$ cat config.mk
export PLATFORM = sky130hd
export DESIGN_NAME = adccal_ctrl
export DESIGN_NICKNAME = d
export VERILOG_FILES = /design/src/common/adccal_pkg.sv /design/src/logic/adccal_counter.sv /design/src/logic/adccal_ctrl.sv /design/src/logic/adccal_sync_pin.sv
export VERILOG_INCLUDE_DIRS = /design/src /design/src/common
export SDC_FILE = /design/constraint.sdc
export NUM_CORES = 1
export LEC_CHECK = 0
export BUFFER_PORTS_ARGS = -buffer_cell sky130_fd_sc_hd__clkbuf_2
export CORE_ASPECT_RATIO = 0.8
export CORE_MARGIN = 2
export CORE_UTILIZATION = 50
export DETAILED_ROUTE_END_ITERATION = 8
export PLACE_DENSITY_LB_ADDON = 0.3
export SYNTH_ARGS = -nofsm -noshare
export SYNTH_HDL_FRONTEND = slang
export SYNTH_SLANG_ARGS = --single-unit
$ cat constraint.sdc
create_clock -name sys_clk -period 5.6 [get_ports sys_clk]
set_input_delay 0.56 -clock sys_clk [delete_from_list [all_inputs] [get_ports sys_clk]]
set_output_delay 0.56 -clock sys_clk [all_outputs]
set_load 0.02 [all_outputs]
$ cat src/common/adccal_defines.svh
// Purpose: Offsets, field positions, reset values and timing counts for the calibration control.
// Assumes: Register port with 10-bit addresses and 8-bit data; clock at 10 MHz.
// Notes: Addresses 0x00, 0x07, 0x1E and 0xC0 follow the converter's register map.
`ifndef ADCCAL_DEFINES_SVH
`define ADCCAL_DEFINES_SVH

`define ADCCAL_AW 10
`define ADCCAL_DW 8

`define ADCCAL_ADDR_CTRL 10'h000
`define ADCCAL_ADDR_DLY_LO 10'h007
`define ADCCAL_ADDR_DLY_HI 10'h01E
`define ADCCAL_ADDR_STAT 10'h0C0

`define ADCCAL_CTRL_SOFT_RST_BIT 0
`define ADCCAL_CTRL_STANDBY_BIT 1
`define ADCCAL_CTRL_SHUTDOWN_BIT 2

`define ADCCAL_CTRL_RST_VAL 8'h01
`define ADCCAL_DLY_LO_RST_VAL 8'h00
`define ADCCAL_DLY_HI_RST_VAL 8'h00

`define ADCCAL_STAT_CAL_DONE_BIT 0
`define ADCCAL_STAT_BUSY_BIT 1
`define ADCCAL_STAT_SYNC_MASTER_BIT 2

// Cycle counts given as powers of two.
`define ADCCAL_PCAL_LOG2 27
`define ADCCAL_BGCAL_LOG2 30
`define ADCCAL_POR_WAIT_LOG2 20
// Length of the sync pulse a master drives.
`define ADCCAL_SYNC_PULSE_CYC 4

`endif

$ cat src/common/adccal_pkg.sv
// Purpose: Types shared by the calibration control design.
// Assumes: Constants come from adccal_defines.svh.
// Notes: State codes are binary and written out.
package adccal_pkg;

    typedef enum logic [2:0]
    {
        ADCCAL_ST_POR_WAIT = 3'h0,
        ADCCAL_ST_SYNC = 3'h1,
        ADCCAL_ST_CAL = 3'h2,
        ADCCAL_ST_RUN = 3'h3,
        ADCCAL_ST_SOFT_RST = 3'h4
    } adccal_state_e;

    typedef logic [7:0] adccal_byte_t;

endpackage

$ cat src/logic/adccal_counter.sv
// Purpose: Free counter with a terminal pulse at a programmable length of limit cycles.
// Assumes: Length is fixed while counting; clear restarts from zero.
// Notes: Wide enough for the background period.
`timescale 1ns/100ps

module adccal_counter
    import adccal_pkg::*;
#(
    parameter int W = 31
)
(
    // Clock and reset
    input wire logic clk,
    input wire logic rst_n,
    // Control
    input wire logic clear,
    input wire logic run,
    input wire logic [W-1:0] limit,
    // Status
    output logic done
);

    logic [W-1:0] cnt_q;

    always_ff @(posedge clk or negedge rst_n)
    begin
        if (!rst_n)
        begin
            cnt_q <= '0;
            done <= 1'b0;
        end
        else if (clear || !run)
        begin
            cnt_q <= '0;
            done <= 1'b0;
        end
        else
        begin
            done <= cnt_q == limit - W'(1);
            cnt_q <= (cnt_q == limit - W'(1)) ? '0 : cnt_q + W'(1);
        end
    end

endmodule

$ cat src/logic/adccal_ctrl.sv
// Purpose: Calibration, reset, power mode and multi-device sync control of a converter.
// Assumes: Register port with one-cycle strobes; reset pin and sync pin synchronous to clk.
// Notes: Long counts are parameters so a simulation can shorten them.
//        The start delay is scaled by DLY_UNIT_CYC; the product must fit in 31 bits.
//
// Chosen here: the address-and-strobe port and the address map.
`timescale 1ns/100ps
`include "adccal_defines.svh"

module adccal_ctrl
    import adccal_pkg::*;
#(
    parameter int PCAL_CYC = 2 ** `ADCCAL_PCAL_LOG2,
    parameter int BGCAL_CYC = 2 ** `ADCCAL_BGCAL_LOG2,
    parameter int POR_WAIT_CYC = 2 ** `ADCCAL_POR_WAIT_LOG2,
    parameter int DLY_UNIT_CYC = 256
)
(
    // Clock and reset
    input wire logic sys_clk,
    input wire logic nrst,
    // Hardware reset pin, active low, recalibration on its rising edge
    input wire logic hw_reset_n,
    // Role strap and sync pin
    input wire logic follower_strap,
    input wire logic sync_in,
    output logic sync_out,
    output logic sync_oe_n,
    // Register port
    input wire logic [`ADCCAL_AW-1:0] reg_addr,
    input wire logic [`ADCCAL_DW-1:0] reg_wdata,
    input wire logic reg_wr,
    input wire logic reg_rd,
    output logic [`ADCCAL_DW-1:0] reg_rdata,
    // Status and power controls
    output logic cal_done,
    output logic data_valid,
    output logic bg_cal_active,
    output logic cal_regs_init,
    output logic core_clk_en,
    output logic ref_en,
    output logic analog_en
);

    localparam int CW = 31;

    logic rs1_q;
    logic rst_n;
    always_ff @(posedge sys_clk or negedge nrst)
    begin
        if (!nrst)
        begin
            rs1_q <= 1'b0;
            rst_n <= 1'b0;
        end
        else
        begin
            rs1_q <= 1'b1;
            rst_n <= rs1_q;
        end
    end

    adccal_state_e state_q;
    adccal_byte_t ctrl_q;
    adccal_byte_t dly_lo_q;
    adccal_byte_t dly_hi_q;
    logic hw_q;
    logic sync_seen;
    logic cnt_done;
    logic bg_done;
    logic [CW-1:0] limit;
    logic [CW-1:0] dly_cnt_q;
    logic cnt_clr;
    logic hw_rise;
    logic soft_bit;
    logic soft_rise;
    logic soft_prev_q;
    logic wr_ctrl;
    logic cnt_q_armed;
    logic load_defaults;

    function automatic logic hit(input logic [`ADCCAL_AW-1:0] a, input logic [`ADCCAL_AW-1:0] b);
        hit = a == b;
    endfunction

    // True while either kind of reset holds the calibration logic at its defaults.
    function automatic logic in_reset(input adccal_state_e s, input logic pin_n);
        in_reset = s == ADCCAL_ST_SOFT_RST || !pin_n;
    endfunction

    assign soft_bit = ctrl_q[`ADCCAL_CTRL_SOFT_RST_BIT];
    assign wr_ctrl = reg_wr && hit(reg_addr, `ADCCAL_ADDR_CTRL);

    // Pin edge detection; the pin is taken as synchronous. Both history flops reset to the
    // idle level, so no false rising edge follows reset.
    always_ff @(posedge sys_clk or negedge rst_n)
    begin
        if (!rst_n)
            hw_q <= 1'b1;
        else
            hw_q <= hw_reset_n;
    end

    // Soft reset bit history for the exit edge.
    always_ff @(posedge sys_clk or negedge rst_n)
    begin
        if (!rst_n)
            soft_prev_q <= 1'b1;
        else
            soft_prev_q <= soft_bit;
    end
    assign hw_rise = hw_reset_n && !hw_q;
    assign soft_rise = soft_bit && !soft_prev_q;

    // Defaults return while the reset pin is held low and at the end of the power-on wait.
    assign load_defaults = !hw_reset_n || (state_q == ADCCAL_ST_POR_WAIT && cnt_done);

    // Control register; writes during a held reset pin are ignored.
    always_ff @(posedge sys_clk or negedge rst_n)
    begin
        if (!rst_n)
            ctrl_q <= `ADCCAL_CTRL_RST_VAL;
        else if (load_defaults)
            ctrl_q <= `ADCCAL_CTRL_RST_VAL;
        else if (wr_ctrl)
            ctrl_q <= reg_wdata;
    end

    // Calibration start delay registers.
    always_ff @(posedge sys_clk or negedge rst_n)
    begin
        if (!rst_n)
        begin
            dly_lo_q <= `ADCCAL_DLY_LO_RST_VAL;
            dly_hi_q <= `ADCCAL_DLY_HI_RST_VAL;
        end
        else if (load_defaults)
        begin
            dly_lo_q <= `ADCCAL_DLY_LO_RST_VAL;
            dly_hi_q <= `ADCCAL_DLY_HI_RST_VAL;
        end
        else if (reg_wr)
        begin
            if (hit(reg_addr, `ADCCAL_ADDR_DLY_LO))
                dly_lo_q <= reg_wdata;
            if (hit(reg_addr, `ADCCAL_ADDR_DLY_HI))
                dly_hi_q <= reg_wdata;
        end
    end

    // Read data stand only in the cycle after the read strobe.
    always_ff @(posedge sys_clk or negedge rst_n)
    begin
        if (!rst_n)
            reg_rdata <= 8'h00;
        else if (!reg_rd)
            reg_rdata <= 8'h00;
        else if (hit(reg_addr, `ADCCAL_ADDR_CTRL))
            reg_rdata <= ctrl_q;
        else if (hit(reg_addr, `ADCCAL_ADDR_DLY_LO))
            reg_rdata <= dly_lo_q;
        else if (hit(reg_addr, `ADCCAL_ADDR_DLY_HI))
            reg_rdata <= dly_hi_q;
        else if (hit(reg_addr, `ADCCAL_ADDR_STAT))
            reg_rdata <= {5'h00, !follower_strap, bg_cal_active, cal_done};
        else
            reg_rdata <= 8'h00;
    end

    // Start delay before a calibration, in units of DLY_UNIT_CYC. It counts down only after
    // the sync event and stops at zero, so a zero delay cannot wrap to a huge wait.
    always_ff @(posedge sys_clk or negedge rst_n)
    begin
        if (!rst_n)
            dly_cnt_q <= '0;
        else if (state_q != ADCCAL_ST_SYNC)
            dly_cnt_q <= CW'({dly_hi_q, dly_lo_q}) * CW'(DLY_UNIT_CYC);
        else if ((sync_seen || cnt_q_armed) && dly_cnt_q != '0)
            dly_cnt_q <= dly_cnt_q - CW'(1);
    end

    always_ff @(posedge sys_clk or negedge rst_n)
    begin
        if (!rst_n)
            cnt_q_armed <= 1'b0;
        else if (state_q != ADCCAL_ST_SYNC)
            cnt_q_armed <= 1'b0;
        else if (sync_seen)
            cnt_q_armed <= 1'b1;
    end

    // Main sequence. A held reset pin wins over everything, then its rising edge; a cleared soft bit comes next,
    // except in the power-on wait, which must finish loading the defaults first.
    always_ff @(posedge sys_clk or negedge rst_n)
    begin
        if (!rst_n)
            state_q <= ADCCAL_ST_POR_WAIT;
        else if (!hw_reset_n)
            state_q <= ADCCAL_ST_POR_WAIT;
        else if (hw_rise)
            state_q <= ADCCAL_ST_SYNC;
        else if (!soft_bit && state_q != ADCCAL_ST_POR_WAIT)
            state_q <= ADCCAL_ST_SOFT_RST;
        else
        begin
            unique case (state_q)
                ADCCAL_ST_POR_WAIT:
                    if (cnt_done)
                        state_q <= ADCCAL_ST_SYNC;
                ADCCAL_ST_SYNC:
                    if (cnt_q_armed && dly_cnt_q == '0)
                        state_q <= ADCCAL_ST_CAL;
                ADCCAL_ST_CAL:
                    if (cnt_done)
                        state_q <= ADCCAL_ST_RUN;
                ADCCAL_ST_RUN:
                    state_q <= ADCCAL_ST_RUN;
                ADCCAL_ST_SOFT_RST:
                    if (soft_rise)
                        state_q <= ADCCAL_ST_SYNC;
                default:
                    state_q <= ADCCAL_ST_POR_WAIT;
            endcase
        end
    end

    // The pin-held phase waits only for its rising edge, never for the count.
    always_comb
    begin
        limit = CW'(PCAL_CYC);
        if (state_q == ADCCAL_ST_POR_WAIT)
            limit = hw_reset_n ? CW'(POR_WAIT_CYC) : CW'(PCAL_CYC);
    end
    assign cnt_clr = hw_rise || !hw_reset_n || (state_q == ADCCAL_ST_SYNC);

    adccal_counter #(.W(CW)) u_phase_cnt
    (
        .clk(sys_clk),
        .rst_n(rst_n),
        .clear(cnt_clr),
        .run(state_q == ADCCAL_ST_POR_WAIT || state_q == ADCCAL_ST_CAL),
        .limit(limit),
        .done(cnt_done)
    );

    adccal_counter #(.W(CW)) u_bg_cnt
    (
        .clk(sys_clk),
        .rst_n(rst_n),
        .clear(1'b0),
        .run(state_q == ADCCAL_ST_RUN && !ctrl_q[`ADCCAL_CTRL_STANDBY_BIT]),
        .limit(CW'(BGCAL_CYC)),
        .done(bg_done)
    );

    adccal_sync_pin u_sync
    (
        .clk(sys_clk),
        .rst_n(rst_n),
        .is_follower(follower_strap),
        .fire(state_q == ADCCAL_ST_SYNC && !cnt_q_armed && !sync_seen),
        .sync_in(sync_in),
        .sync_out(sync_out),
        .sync_oe_n(sync_oe_n),
        .sync_seen(sync_seen)
    );

    // Calibration status and data gating.
    always_ff @(posedge sys_clk or negedge rst_n)
    begin
        if (!rst_n)
        begin
            cal_done <= 1'b0;
            data_valid <= 1'b0;
        end
        else
        begin
            cal_done <= state_q == ADCCAL_ST_RUN;
            data_valid <= state_q == ADCCAL_ST_RUN && !ctrl_q[`ADCCAL_CTRL_SHUTDOWN_BIT]
                && !ctrl_q[`ADCCAL_CTRL_STANDBY_BIT];
        end
    end

    // Background marker; it toggles so a slow reader still sees every period.
    always_ff @(posedge sys_clk or negedge rst_n)
    begin
        if (!rst_n)
            bg_cal_active <= 1'b0;
        else if (state_q != ADCCAL_ST_RUN)
            bg_cal_active <= 1'b0;
        else if (bg_done)
            bg_cal_active <= !bg_cal_active;
    end

    // Calibration registers are held at their defaults during either reset.
    always_ff @(posedge sys_clk or negedge rst_n)
    begin
        if (!rst_n)
            cal_regs_init <= 1'b1;
        else
            cal_regs_init <= in_reset(state_q, hw_reset_n);
    end

    // Power enables; the reference follows only the shutdown bit and is not gated by a reset.
    always_ff @(posedge sys_clk or negedge rst_n)
    begin
        if (!rst_n)
        begin
            core_clk_en <= 1'b0;
            ref_en <= 1'b1;
            analog_en <= 1'b0;
        end
        else
        begin
            core_clk_en <= !in_reset(state_q, hw_reset_n)
                && !ctrl_q[`ADCCAL_CTRL_SHUTDOWN_BIT];
            ref_en <= !ctrl_q[`ADCCAL_CTRL_SHUTDOWN_BIT];
            analog_en <= !ctrl_q[`ADCCAL_CTRL_SHUTDOWN_BIT]
                && !ctrl_q[`ADCCAL_CTRL_STANDBY_BIT];
        end
    end

endmodule

$ cat src/logic/adccal_sync_pin.sv
// Purpose: Drives or receives the shared sync pin depending on the role strap.
// Assumes: Role strap is stable after reset; the pin input is synchronous to the clock.
// Notes: Output enable is low while this end drives the pin.
`timescale 1ns/100ps
`include "adccal_defines.svh"

module adccal_sync_pin
    import adccal_pkg::*;
(
    // Clock and reset
    input wire logic clk,
    input wire logic rst_n,
    // Control
    input wire logic is_follower,
    input wire logic fire,
    // Pin
    input wire logic sync_in,
    output logic sync_out,
    output logic sync_oe_n,
    // Result
    output logic sync_seen
);

    localparam int PW = `ADCCAL_SYNC_PULSE_CYC;

    logic [2:0] cnt_q;
    logic in_q;

    always_ff @(posedge clk or negedge rst_n)
    begin
        if (!rst_n)
            cnt_q <= 3'h0;
        // Fire may stay high for the whole sync phase; only an idle counter takes it.
        else if (fire && !is_follower && cnt_q == 3'h0)
            cnt_q <= 3'(PW);
        else if (cnt_q != 3'h0)
            cnt_q <= cnt_q - 3'h1;
    end

    always_ff @(posedge clk or negedge rst_n)
    begin
        if (!rst_n)
        begin
            sync_out <= 1'b0;
            sync_oe_n <= 1'b1;
            in_q <= 1'b0;
        end
        else
        begin
            sync_out <= !is_follower && (cnt_q != 3'h0);
            sync_oe_n <= is_follower;
            in_q <= sync_in;
        end
    end

    // A master counts its own pulse end; a follower waits for the falling edge of the pin.
    always_ff @(posedge clk or negedge rst_n)
    begin
        if (!rst_n)
            sync_seen <= 1'b0;
        else if (is_follower)
            sync_seen <= in_q && !sync_in;
        else
            sync_seen <= cnt_q == 3'h1;
    end

endmodule

After elaboration in Yosys (flattened, before gate mapping)
Cells that the tools add are included.
{"block": "classes", "add_sub_neg": 5, "n_reduce_logical": 56, "n_eq_ne": 16, "muxes": 38}
{"cell": "two-way mux 31 bit", "n": 6}
{"cell": "two-way mux 8 bit", "n": 12}
{"cell": "adder 31 x 1 -> 31 bit, second input constant", "n": 2}
{"cell": "two-way mux 28 bit", "n": 2}
{"cell": "== test 31 x 30 -> 1 bit, second input constant", "n": 1}
{"cell": "== test 31 bit", "n": 1}
{"cell": "logical NOT 31 bit", "n": 1}
{"cell": "nonzero test 31 bit", "n": 1}
{"cell": "subtractor 31 x 1 -> 31 bit, second input constant", "n": 1}
{"cell": "two-way mux 3 bit", "n": 10}
{"cell": "subtractor 28 x 1 -> 29 bit, second input constant", "n": 1}
{"cell": "logical AND 1 bit", "n": 18}
{"cell": "nonzero test 2 bit", "n": 8}
{"cell": "case mux 3 bit (5 select lines)", "n": 1}
{"cell": "logical NOT 1 bit", "n": 13}
{"cell": "== test 10 x 3 -> 1 bit, second input constant", "n": 1}
{"cell": "== test 10 x 5 -> 1 bit, second input constant", "n": 1}
{"cell": "== test 10 x 8 -> 1 bit, second input constant", "n": 1}
{"cell": "logical NOT 10 bit", "n": 1}
{"cell": "inequality test 5 x 4 -> 1 bit, second input constant", "n": 2}
{"cell": "inequality test 5 bit, second input constant", "n": 2}
{"cell": "logical OR 1 bit", "n": 7}
{"cell": "two-way mux 1 bit", "n": 7}
{"cell": "== test 3 x 1 -> 1 bit, second input constant", "n": 2}
{"cell": "9 further kinds", "n": 13}
{"block": "totals", "ff_bits": 149, "inputBits": 25, "output_inout_bits": 17, "word_cells": 142}

Longest topological paths before layout
Gate-level depths: netlist of run 1.
{"block": "logic_depth", "ltp_word": 7, "ltp_mapped": 11, "depth_no_buf": 9}

Cells and area by module
From an unflattened synthesis of run 1, not the netlist that was laid out.
{"block": "hier_totals", "cells_unflattened": 1051, "area_unflattened_um2": 9581.7}
{"module": "adccal_counter", "seq_area_each_um2": 800.8, "n_inst": 2, "cells_per_inst": 310, "area_per_inst_um2": 2717.6}
{"module": "adccal_ctrl", "seq_area_each_um2": 1958.1, "n_inst": 1, "cells_per_inst": 404, "area_per_inst_um2": 3837.4}
{"module": "adccal_sync_pin", "seq_area_each_um2": 176.4, "n_inst": 1, "cells_per_inst": 27, "area_per_inst_um2": 309.0}

Worst setup path before layout of run 1
No wires, ideal clock.
{"block": "synth_timing", "kind": "register to register", "startpoint": "register state_q[1]", "endpoint": "register u_phase_cnt.cnt_q[21]", "period_less_slack_ns": 2.293, "stages_incl_launch_ff": 12, "arrival_time_ns": 2.161, "n_path_buf": 2, "path_slack_ns": 3.307, "setup_ns": 0.132, "t_required_ns": 5.468, "cell_sequence": "dfrtp_1 > clkbuf_1 > nor3_1 > nand2_1 > inv_1 > ha_1 > xnor2_1 > nor4_1 > o2111ai_1 > nand2_1 > clkbuf_1 > nor2_1"}
{"block": "synth_via", "elab_chain_len": 6, "word_cells_on_any_way": 12, "cone_classes": "add/sub: 1; eq/ne: 3; mux: 3; reduce/logical: 5"}
{"item": "start: declaration", "line": "adccal_ctrl.sv:63", "source": "adccal_state_e state_q;"}
{"item": "start signal: assignment", "line": "adccal_ctrl.sv:197", "source": "state_q <= ADCCAL_ST_POR_WAIT;"}
{"item": "start signal: assignment", "line": "adccal_ctrl.sv:199", "source": "state_q <= ADCCAL_ST_POR_WAIT;"}
{"item": "start signal: assignment", "line": "adccal_ctrl.sv:201", "source": "state_q <= ADCCAL_ST_SYNC;"}
{"item": "logical NOT 3 bit", "line": "adccal_ctrl.sv:231, adccal_ctrl.sv:241"}
{"item": "two-way mux 28 bit", "line": "adccal_ctrl.sv:231", "source": "if (state_q == ADCCAL_ST_POR_WAIT)"}
{"item": "subtractor 28 x 1 -> 29 bit", "line": "adccal_counter.sv:40", "source": "cnt_q <= (cnt_q == limit - W'(1)) ? '0 : cnt_q + W'(1);"}
{"item": "== test 31 bit", "line": "adccal_counter.sv:40"}
{"item": "two-way mux 31 bit", "line": "adccal_counter.sv:40"}
{"item": "two-way mux 31 bit *", "line": "adccal_counter.sv:32", "source": "else if (clear || !run)"}
{"item": "end signal: assignment", "line": "adccal_counter.sv:40"}
{"item": "end: declaration", "line": "adccal_counter.sv:23", "source": "logic [W-1:0] cnt_q;"}
Every way passes the cells marked *; elsewhere a longest branch is shown, timed or not.
A chain may end at the register's enable or synchronous reset.

Worst setup path in the final report of run 1
{"block": "layout_timing", "startpoint": "register state_q[1]", "endpoint": "register u_phase_cnt.cnt_q[11]"}
The elaborated chain is that of the path after synthesis.

==> results of run 1 <==
critical path, delay by kind of cell (launching register included):
| family | cells | cell delay, ps |
|---|---|---|
| buffers and inverters | 1 | 110 |
| xor gates and xnor gates | 1 | 130 |
| and+or+nand+nor | 5 | 1690 |
| AOI/OAI and AO/OA | 1 | 200 |
| adders and majority gates | 1 | 250 |
| DFF | 1 | 470 |
layout make-up:
class / count / area (um2)
Sequential cell: 149 / 3740
Clock buffer: 21 / 460
Inverter: 12 / 45.0
Multi-Input combinational cell: 552 / 3350
Fill cell: 1184 / 6000
Timing Repair Buffer: 46 / 245
Tap cell: 184 / 230
Clock inverter: 10 / 178
placed cells by master (no fill, tap or decap), types with 3 or more instances in the layout:
cell and instances:
or4_2 3, a211oi_1 4, nor4_1 9, or4b_2 3, and4_1 10, dfrtp_1 142, clkinv_2 4, nor2b_1 10
a222oi_1 8, xnor2_1 14, and3_1 12, and2_1 6, xor2_1 48, dfstp_2 6, nor3_1 18, a31oi_1 16
or3_1 11, clkbuf_16 17, or3_2 5, o41ai_1 6, clkbuf_2 41, nor2_1 107, a21boi_0 3, inv_1 12
nand2_1 62, o21ai_0 14, o311ai_0 3, o31ai_1 5, ha_1 7, nand4b_1 6, or4_1 5, nand3_1 56
bufinv_16 5, nand3b_1 4, buf_4 4, nand4_1 27, a21oi_1 36, or2_2 3
power groups by stage:
| stage | Sequential [uW] | Clock, uW | Combinational (uW) |
|---|---|---|---|
| after detailed placement | 1220 | 0 | 400 |
| after CTS | 1200 | 1260 | 403 |
| after floorplan | 1210 | 0 | 303 |
| after global placement | 1210 | 0 | 379 |
| final | 1200 | 1240 | 405 |
| after global routing | 1210 | 1310 | 456 |
flip-flops by register name, summed over array words and instances, names as in the netlist, 3 cells and up:
name               cells
u_sync.cnt_q           3
u_phase_cnt.cnt_q     31
ctrl_q                 8
u_bg_cnt.cnt_q        31
state_q                3
reg_rdata              8
dly_hi_q               8
dly_lo_q               8
dly_cnt_q             31
through the flow:
stage / worst slack (ps) / util [%] / cells
after floorplan: 1150 / - / 748
after global placement: 2860 / 53.3 / 942
after detailed placement: 2600 / 53.3 / 942
after CTS: 2570 / 57.9 / 974
after global routing: 2170 / 57.9 / 974
final: 2570 / 57.9 / 974
kinds of logic after synthesis:
| logic type | Yosys count | synth area share [%] |
|---|---|---|
| buffers and inverters | 47 | 3.02 |
| DFF | 149 | 51.2 |
| other | 1 | 0.0514 |
| muxes | 1 | 0.137 |
| adders and majority gates | 7 | 1.20 |
| xor gates and xnor gates | 62 | 7.44 |
| AOI/OAI and AO/OA | 110 | 10.3 |
| and+or+nand+nor | 371 | 26.6 |
layer usage:
layer	global-route usage [%]	up-vias	wire length, um
met5	0	-	0
met4	7.61	0	259
met3	5.76	23	870
met2	33.3	157	7460
met1	32.1	2892	7620
li1	-	2753	-
worst paths after layout:
check                           startpoint                     to  slack, ps  cells past startpoint
worst max-delay path            state_q[1]  u_phase_cnt.cnt_q[11]       2570                      9
worst min-delay path               sync_in            u_sync.in_q        270                      1
worst max register to register  state_q[1]  u_phase_cnt.cnt_q[11]       2570                      9
worst min register to register       rs1_q                  rst_n        350                      0
max in group asynchronous            rst_n           dly_cnt_q[5]       3620                      1
min in group asynchronous            rst_n      u_bg_cnt.cnt_q[0]        370                      0
==> results.py, run 1 <==
metrics = {
    "sta": {
        "fin_crit_ps": 3030,
        "hold_viol": 0,
        "setup-violations-final": 0,
        "grt_setup_unrepaired": "no",
        "worst_slew_pin_slew_ps": 1100,
        "post-route-period-util_pct": 54.1,
        "fin_skew_ps": 12.5,
        "holdWs_ps": 272,
        "relSlewSlack_pct": 26.7,
        "fmax_mhz": 330,
        "tns_ps": 0,
        "slew_viol_final": 0,
    },
    "place": {
        "dpl.hpwl_um": 10700,
        "gp_congestion": 0.811,
        "dpl_cell_area_mm2": 0.00760,
        "place.port_buffers": 41,
    },
    "cts": {
        "htreeDepth": 4,
        "clk_pin_slew_ps": 60,
        "cts_resized": 0,
        "clock-sinks": 149,
        "post_cts_buffers": 0,
        "cts-root-buf": "clkbuf_16",
        "numCtsBuffers": 17,
        "cts_tree": "yes",
        "cts_buffer_depth": 2,
        "clkLatencyLatePin_ps": 430,
        "cts.hold.buffers_added": 1,
    },
    "floorplan": {
        "die_h_um": 112,
        "die_w_um": 139,
        "io_pins": 42,
        "die_area_mm2": 0.0156,
        "core_area_mm2": 0.0142,
        "rows": 39,
        "initial_core_util_pct": 51.2,
    },
    "critical_path": {
        "critPathCaptureType": "flip-flop",
        "cp-start-kind": "flip-flop",
        "critPathMaxFanout": 30,
        "cp_slowest_cell": "nand2_1",
        "worst_path_largest_cell_delay_ps": 770,
        "crit_top_cell": "nand2_1",
        "crit_type": "reg -> reg",
        "path_cells": "nor3_1 > nand2_1 > inv_1 > ha_1 > xnor2_1 > nor4_1 > o2111ai_1 > nand2_1 > nor2_1",
        "worstPathRequired_ps": 5870,
        "cp.arrival_ps": 3300,
    },
    "pwr": {
        "p_sw_uw": 762,
        "finalPower_uw": 2850,
        "pwr-share-seq_pct": 42.2,
        "p_clk_share_pct": 43.5,
        "peakVddDrop_mv": 0.340,
        "combPwrFrac_pct": 14.2,
        "leakagePower_uw": 0.00343,
        "power.share.switching_pct": 26.8,
        "p_per_area_mw_per_mm2": 345,
        "p_int_uw": 2080,
    },
    "worst_hold_path": {
        "hold_path_class": "in -> reg",
    },
    "synth": {
        "synth.most_common_cell": "dfrtp_1",
        "ys_ff_latch": 149,
        "synth_nets": 780,
        "ys_warn_count": 0,
        "synth_top_area_share_pct": 49.0,
        "synth_ff_type": "dfrtp_1",
        "syn_inst": 748,
        "yosysSeqAreaShare_pct": 51.2,
        "yosys-top-cells-count": "143 x dfrtp_1, 107 x nor2_1, 62 x nand2_1, 56 x nand3_1, 48 x xor2_1",
        "avgSynthCellArea_um2": 9.76,
        "yosysTopAreaCell": "dfrtp_1",
        "synth.distinct_cells": 66,
        "synth_edf_count": 0,
        "synth_area_leaders": "dfrtp_1 49%, xor2_1 5.8%, nor2_1 5.5%",
        "netlist_area_mm2": 0.00730,
        "synthArstFlopShare_pct": 100,
    },
    "route": {
        "routed_via_density": 5.98,
        "ant_nets": 0,
        "drc": 0,
        "wl_per_cell_um": 16.6,
        "drtIter0Drc": 555,
        "vias": 5825,
        "wl_um": 16200,
        "drt-pass1-iter-count": 5,
    },
    "layout": {
        "n_antenna_cell": 0,
        "syn_to_final_growth_pct": 13.0,
        "drive_gt1_share_pct": 13.7,
        "final_nets": 810,
        "final_area_mm2": 0.00824,
    },
    "global_route": {
        "grt_pass1_wl_um": 28200,
        "grt_max_degree": 90,
        "grt_usage_pct": 22.3,
        "grt-ovfl-total": 0,
        "antenna_found_initial": 0,
        "grt_pass1_vias": 5718,
    },
    "flow_run": {
        "maxCapViolCount": 0,
    },
    "outcome": {
        "status": "completed",
    },
}
(Power assumes the default switching activity.)
==> run 2: changes to the inputs <==
clock period = 2.8 ns   (was 5.6 ns; I/O delays follow)
==> run 2 against run 1 <==
Net effect:
- register-to-register slack got worse by 2200 ps
- cell area up 1.7%
- worst hold slack worse by 180 ps
- sequential cell count stayed put
- count of clock-buffer cells in the layout increased by 3
- first-iteration DRC count is 2.5% lower
- worst setup slack worse by 2200 ps
- largest cell class unchanged
==> results.py, run 2 (synthesized netlist as in run 1, its figures left out) <==
metrics = {
    "outcome": {
        "status": "completed",
    },
    "sta": {
        "holdWs_ps": 91.2,
        "grt_setup_unrepaired": "no",
        "post-route-period-util_pct": 88.1,
        "tns_ps": 0,
        "final.setup.worst_slack_ps": 334,
        "worst_slew_pin_slew_ps": 797,
        "slew_viol_final": 0,
        "relSlewSlack_pct": 46.7,
        "fin_skew_ps": 7.99,
        "fmax_mhz": 405,
        "fin_crit_ps": 2470,
        "setup-violations-final": 0,
        "hold_viol": 0,
    },
    "place": {
        "gp_congestion": 0.864,
        "dpl_cell_area_mm2": 0.00772,
        "place.port_buffers": 41,
        "pre_cts_slack_ps": 401,
        "dpl.hpwl_um": 11000,
    },
    "floorplan": {
        "die_w_um": 139,
        "rows": 39,
        "initial_core_util_pct": 51.2,
        "die_h_um": 112,
        "io_pins": 42,
        "core_area_mm2": 0.0142,
        "die_area_mm2": 0.0156,
    },
    "critical_path": {
        "worstPathRequired_ps": 3140,
        "cp_top_family": "simple AND/OR/NAND/NOR gates",
        "cp_slowest_cell": "or4_1",
        "critPathCaptureType": "flip-flop",
        "critPathMaxFanout": 9,
        "worst_path_largest_cell_delay_ps": 440,
        "cp-start-kind": "flip-flop",
        "reg2reg_slack_ps": 330,
        "cp.arrival_ps": 2800,
        "crit_type": "reg -> reg",
        "critPathBufInv": 1,
        "path_cells": "inv_1 > ha_1 > nor3b_1 > and4_1 > o211ai_2 > or4_1 > a31oi_1",
    },
    "route": {
        "wl_per_cell_um": 16.4,
        "vias": 5922,
        "wl_um": 16300,
        "drc": 0,
        "ant_nets": 0,
        "drtIter0Drc": 541,
        "routed_via_density": 5.98,
        "drt-pass1-iter-count": 5,
    },
    "layout": {
        "reg_top3": "dly_cnt_q x31, u_bg_cnt.cnt_q x31, u_phase_cnt.cnt_q x31",
        "drive_gt1_share_pct": 15.0,
        "syn_to_final_growth_pct": 15.0,
        "final_area_mm2": 0.00839,
        "final_common_cell": "dfrtp_1",
        "layout_common_cells": "142 x dfrtp_1, 107 x nor2_1, 62 x nand2_1",
        "final_nets": 825,
    },
    "global_route": {
        "grt-ovfl-total": 0,
        "antenna_found_initial": 0,
        "grt_usage_pct": 22.2,
        "grt_pass1_wl_um": 28000,
        "grt_max_degree": 55,
        "grt_pass1_vias": 5624,
    },
    "pwr": {
        "p_per_area_mw_per_mm2": 677,
        "leakagePower_uw": 0.00351,
        "peakVddDrop_mv": 0.709,
    },
    "cts": {
        "clkLatencyLatePin_ps": 420,
        "clock-sinks": 149,
        "numCtsBuffers": 17,
        "cts_buffer_depth": 2,
        "htreeDepth": 4,
        "cts-root-buf": "clkbuf_16",
        "clk_pin_slew_ps": 60,
        "cts_tree": "yes",
        "cts_resized": 0,
    },
    "flow_run": {
        "maxCapViolCount": 0,
    },
    "worst_hold_path": {
        "hold_path_class": "in -> reg",
    },
}
==> run 2: cell count changes in the layout (fill, tap and decap cells not counted), sizes merged <==
cell | previous run | this run
dlygate4sd3 | 1 | 3
bufinv | 5 | 4
clkinv | 4 | 2
clkbuf | 62 | 65
clkinvlp | 1 | 2
buf | 4 | 17
diode | 0 | 1
==> run 2: final timing paths <==
kind                           startpoint          endpoint  cells after the start
max                          dly_cnt_q[0]     dly_cnt_q[16]                      7
min                        follower_strap  u_sync.sync_oe_n                      1
max reg2reg                  dly_cnt_q[0]     dly_cnt_q[16]                      7
min reg2reg                         rs1_q             rst_n                      0
max in group asynchronous           rst_n  u_sync.sync_oe_n                      1
min in group asynchronous            nrst             rst_n                      2
==> run 2: routing by layer <==
metal	up-vias	track usage (%)	wire length, um
met5	-	0	0
met4	0	8.48	246
met3	19	5.08	863
met2	177	32.8	7430
met1	2931	32.3	7730
li1	2795	-	-
==> run 2: area by class of cell <==
cell class	instances	area, um2
diodes	1	2.50
clock buffers	24	492
clock inverters	8	145
fillers	1154	5860
inverters	12	45.0
multi-input cells	552	3350
flip-flops and latches	149	3740
well taps	184	230
repair buffers	61	388
==> run 2: metrics by stage <==
step / utilization [%] / std cells / power (uW)
6_report: 58.9 / 991 / 5680
5_1_grt: 58.9 / 990 / 5920
4_1_cts: 58.9 / 990 / 5720
3_5_place_dp: 54.2 / 955 / 3260
3_3_place_gp: 54.2 / 955 / 3220
2_1_floorplan: - / 748 / 3030
==> run 2: repair_timing <==
item                                   CTS  global route
setup buffers                            0             0
hold buffers                             3             0
endpoints found under the hold margin    4             0
==> run 2: power by group <==
group	internal (uW)	switching (uW)	leakage, uW
clock	1580	864	0.000306
combinational	316	518	0.00119
sequential	2260	138	0.00201
==> run 3: changes to the inputs <==
CORE_UTILIZATION = 35   (was 50)
==> run 3 against run 2 <==
Net effect:
- worst setup slack gained 61 ps
- utilization is 17 points lower
- register-to-register slack improved by 60 ps
- largest cell class unchanged
==> results.py, run 3 (synthesized netlist as in run 1, its figures left out) <==
metrics = {
    "global_route": {
        "grt-ovfl-total": 0,
        "grt_pass1_vias": 5328,
        "grt_pass1_wl_um": 27600,
        "grt_usage_pct": 15.8,
        "grt_max_degree": 57,
        "antenna_found_initial": 0,
    },
    "route": {
        "drtIter0Drc": 484,
        "ant_nets": 0,
        "vias": 5694,
        "drc": 0,
        "wl_um": 16400,
        "wl_per_cell_um": 15.2,
        "drt-pass1-iter-count": 5,
        "routed_via_density": 5.28,
    },
    "sta": {
        "relSlewSlack_pct": 46.3,
        "slew_viol_final": 0,
        "setup-violations-final": 0,
        "fmax_mhz": 416,
        "fin_skew_ps": 11.8,
        "fin_crit_ps": 2410,
        "worst_slew_pin_slew_ps": 801,
        "grt_setup_unrepaired": "no",
        "hold_viol": 0,
        "post-route-period-util_pct": 85.9,
        "tns_ps": 0,
    },
    "place": {
        "place.port_buffers": 41,
        "gp_congestion": 0.777,
        "dpl.hpwl_um": 11000,
    },
    "pwr": {
        "peakVddDrop_mv": 0.362,
        "leakagePower_uw": 0.00352,
        "p_per_area_mw_per_mm2": 675,
    },
    "layout": {
        "final_nets": 830,
        "n_antenna_cell": 0,
        "reg_top3": "dly_cnt_q x31, u_bg_cnt.cnt_q x31, u_phase_cnt.cnt_q x31",
        "drive_gt1_share_pct": 15.9,
        "layout_common_cells": "142 x dfrtp_1, 107 x nor2_1, 62 x nand2_1",
        "final_common_cell": "dfrtp_1",
        "utilization_pct": 41.4,
        "syn_to_final_growth_pct": 16.8,
    },
    "floorplan": {
        "die_h_um": 133,
        "io_pins": 42,
        "rows": 47,
        "core_area_mm2": 0.0206,
        "die_area_mm2": 0.0220,
        "initial_core_util_pct": 35.5,
        "die_w_um": 165,
    },
    "worst_hold_path": {
        "hold_path_class": "in -> reg",
        "worstHoldStart": "hw_reset_n",
        "hold_depth": 1,
    },
    "critical_path": {
        "rr_worst_depth": 5,
        "crit_type": "reg -> reg",
        "cp.arrival_ps": 2740,
        "critPathCaptureType": "flip-flop",
        "critPathMaxFanout": 13,
        "cp-start-kind": "flip-flop",
        "crit_path_start": "dly_cnt_q[17]",
        "worstPathRequired_ps": 3140,
        "r2r-start": "dly_cnt_q[17]",
    },
    "cts": {
        "post_cts_buffers": 0,
        "cts_buffer_depth": 2,
        "cts-root-buf": "clkbuf_16",
        "htreeDepth": 4,
        "cts_tree": "yes",
        "clkLatencyLatePin_ps": 430,
        "numCtsBuffers": 17,
        "clk_pin_slew_ps": 60,
        "clock-sinks": 149,
    },
    "outcome": {
        "status": "completed",
    },
    "flow_run": {
        "maxCapViolCount": 0,
    },
}
==> run 3: power breakdown <==
group          leakage (uW)  switching [uW]  internal [uW]  total [uW]
clock network      0.000300             900           1600        2500
logic               0.00121             528            327         855
registers           0.00201             139           2260        2400
==> run 3: area by class of cell <==
cell class | instances | area, um2
Multi-Input combinational cell | 552 | 3350
Fill cell | 1998 | 12100
Clock inverter | 13 | 206
Clock buffer | 18 | 439
Sequential cell | 149 | 3740
Timing Repair Buffer | 66 | 410
Tap cell | 269 | 337
Inverter | 12 | 45.0
==> run 3: worst paths after layout <==
kind / endpoint / slack, ps
setup / recovery: dly_cnt_q[27] / 390
hold / removal: hw_q / 20
setup reg to reg: dly_cnt_q[27] / 390
hold reg to reg: rst_n / 360
max in group asynchronous: u_sync.sync_oe_n / 1560
min in group asynchronous: rst_n / 180
==> run 3: what timing repair did <==
action                                 in CTS  in global routing
resized for setup                           0                  0
hold buffers                                2                  0
endpoints found under the hold margin       3                  0
==> run 3: per-stage QoR <==
step	power [uW]	std cells	hold WS, ps	instance area [um2]	setup slack [ps]
final	5750	1079	23.9	8520	394
after global routing	6050	1079	22.1	8520	176
after CTS	5820	1079	13.4	8520	359
after detailed placement	3290	1046	66.8	7860	370
after global placement	3270	1046	66.2	7860	428
after floorplan	3030	748	-15.6	7300	335
==> run 3: critical path, stage by stage, from the launching register on <==
cell	delay [ps]
dfrtp_1	400
or4_4	570
or4_4	550
o31a_2	430
a31o_2	260
a21oi_1	110
==> run 3: routing by layer <==
layer  global-route usage (%)  vias to the layer above  share of wire, %
met5                        0                        -                 0
met2                     21.7                      110                41
met3                     3.58                       10               4.7
met4                     3.74                        0              0.81
met1                     25.0                     2789                53
li1                         -                     2785                 -
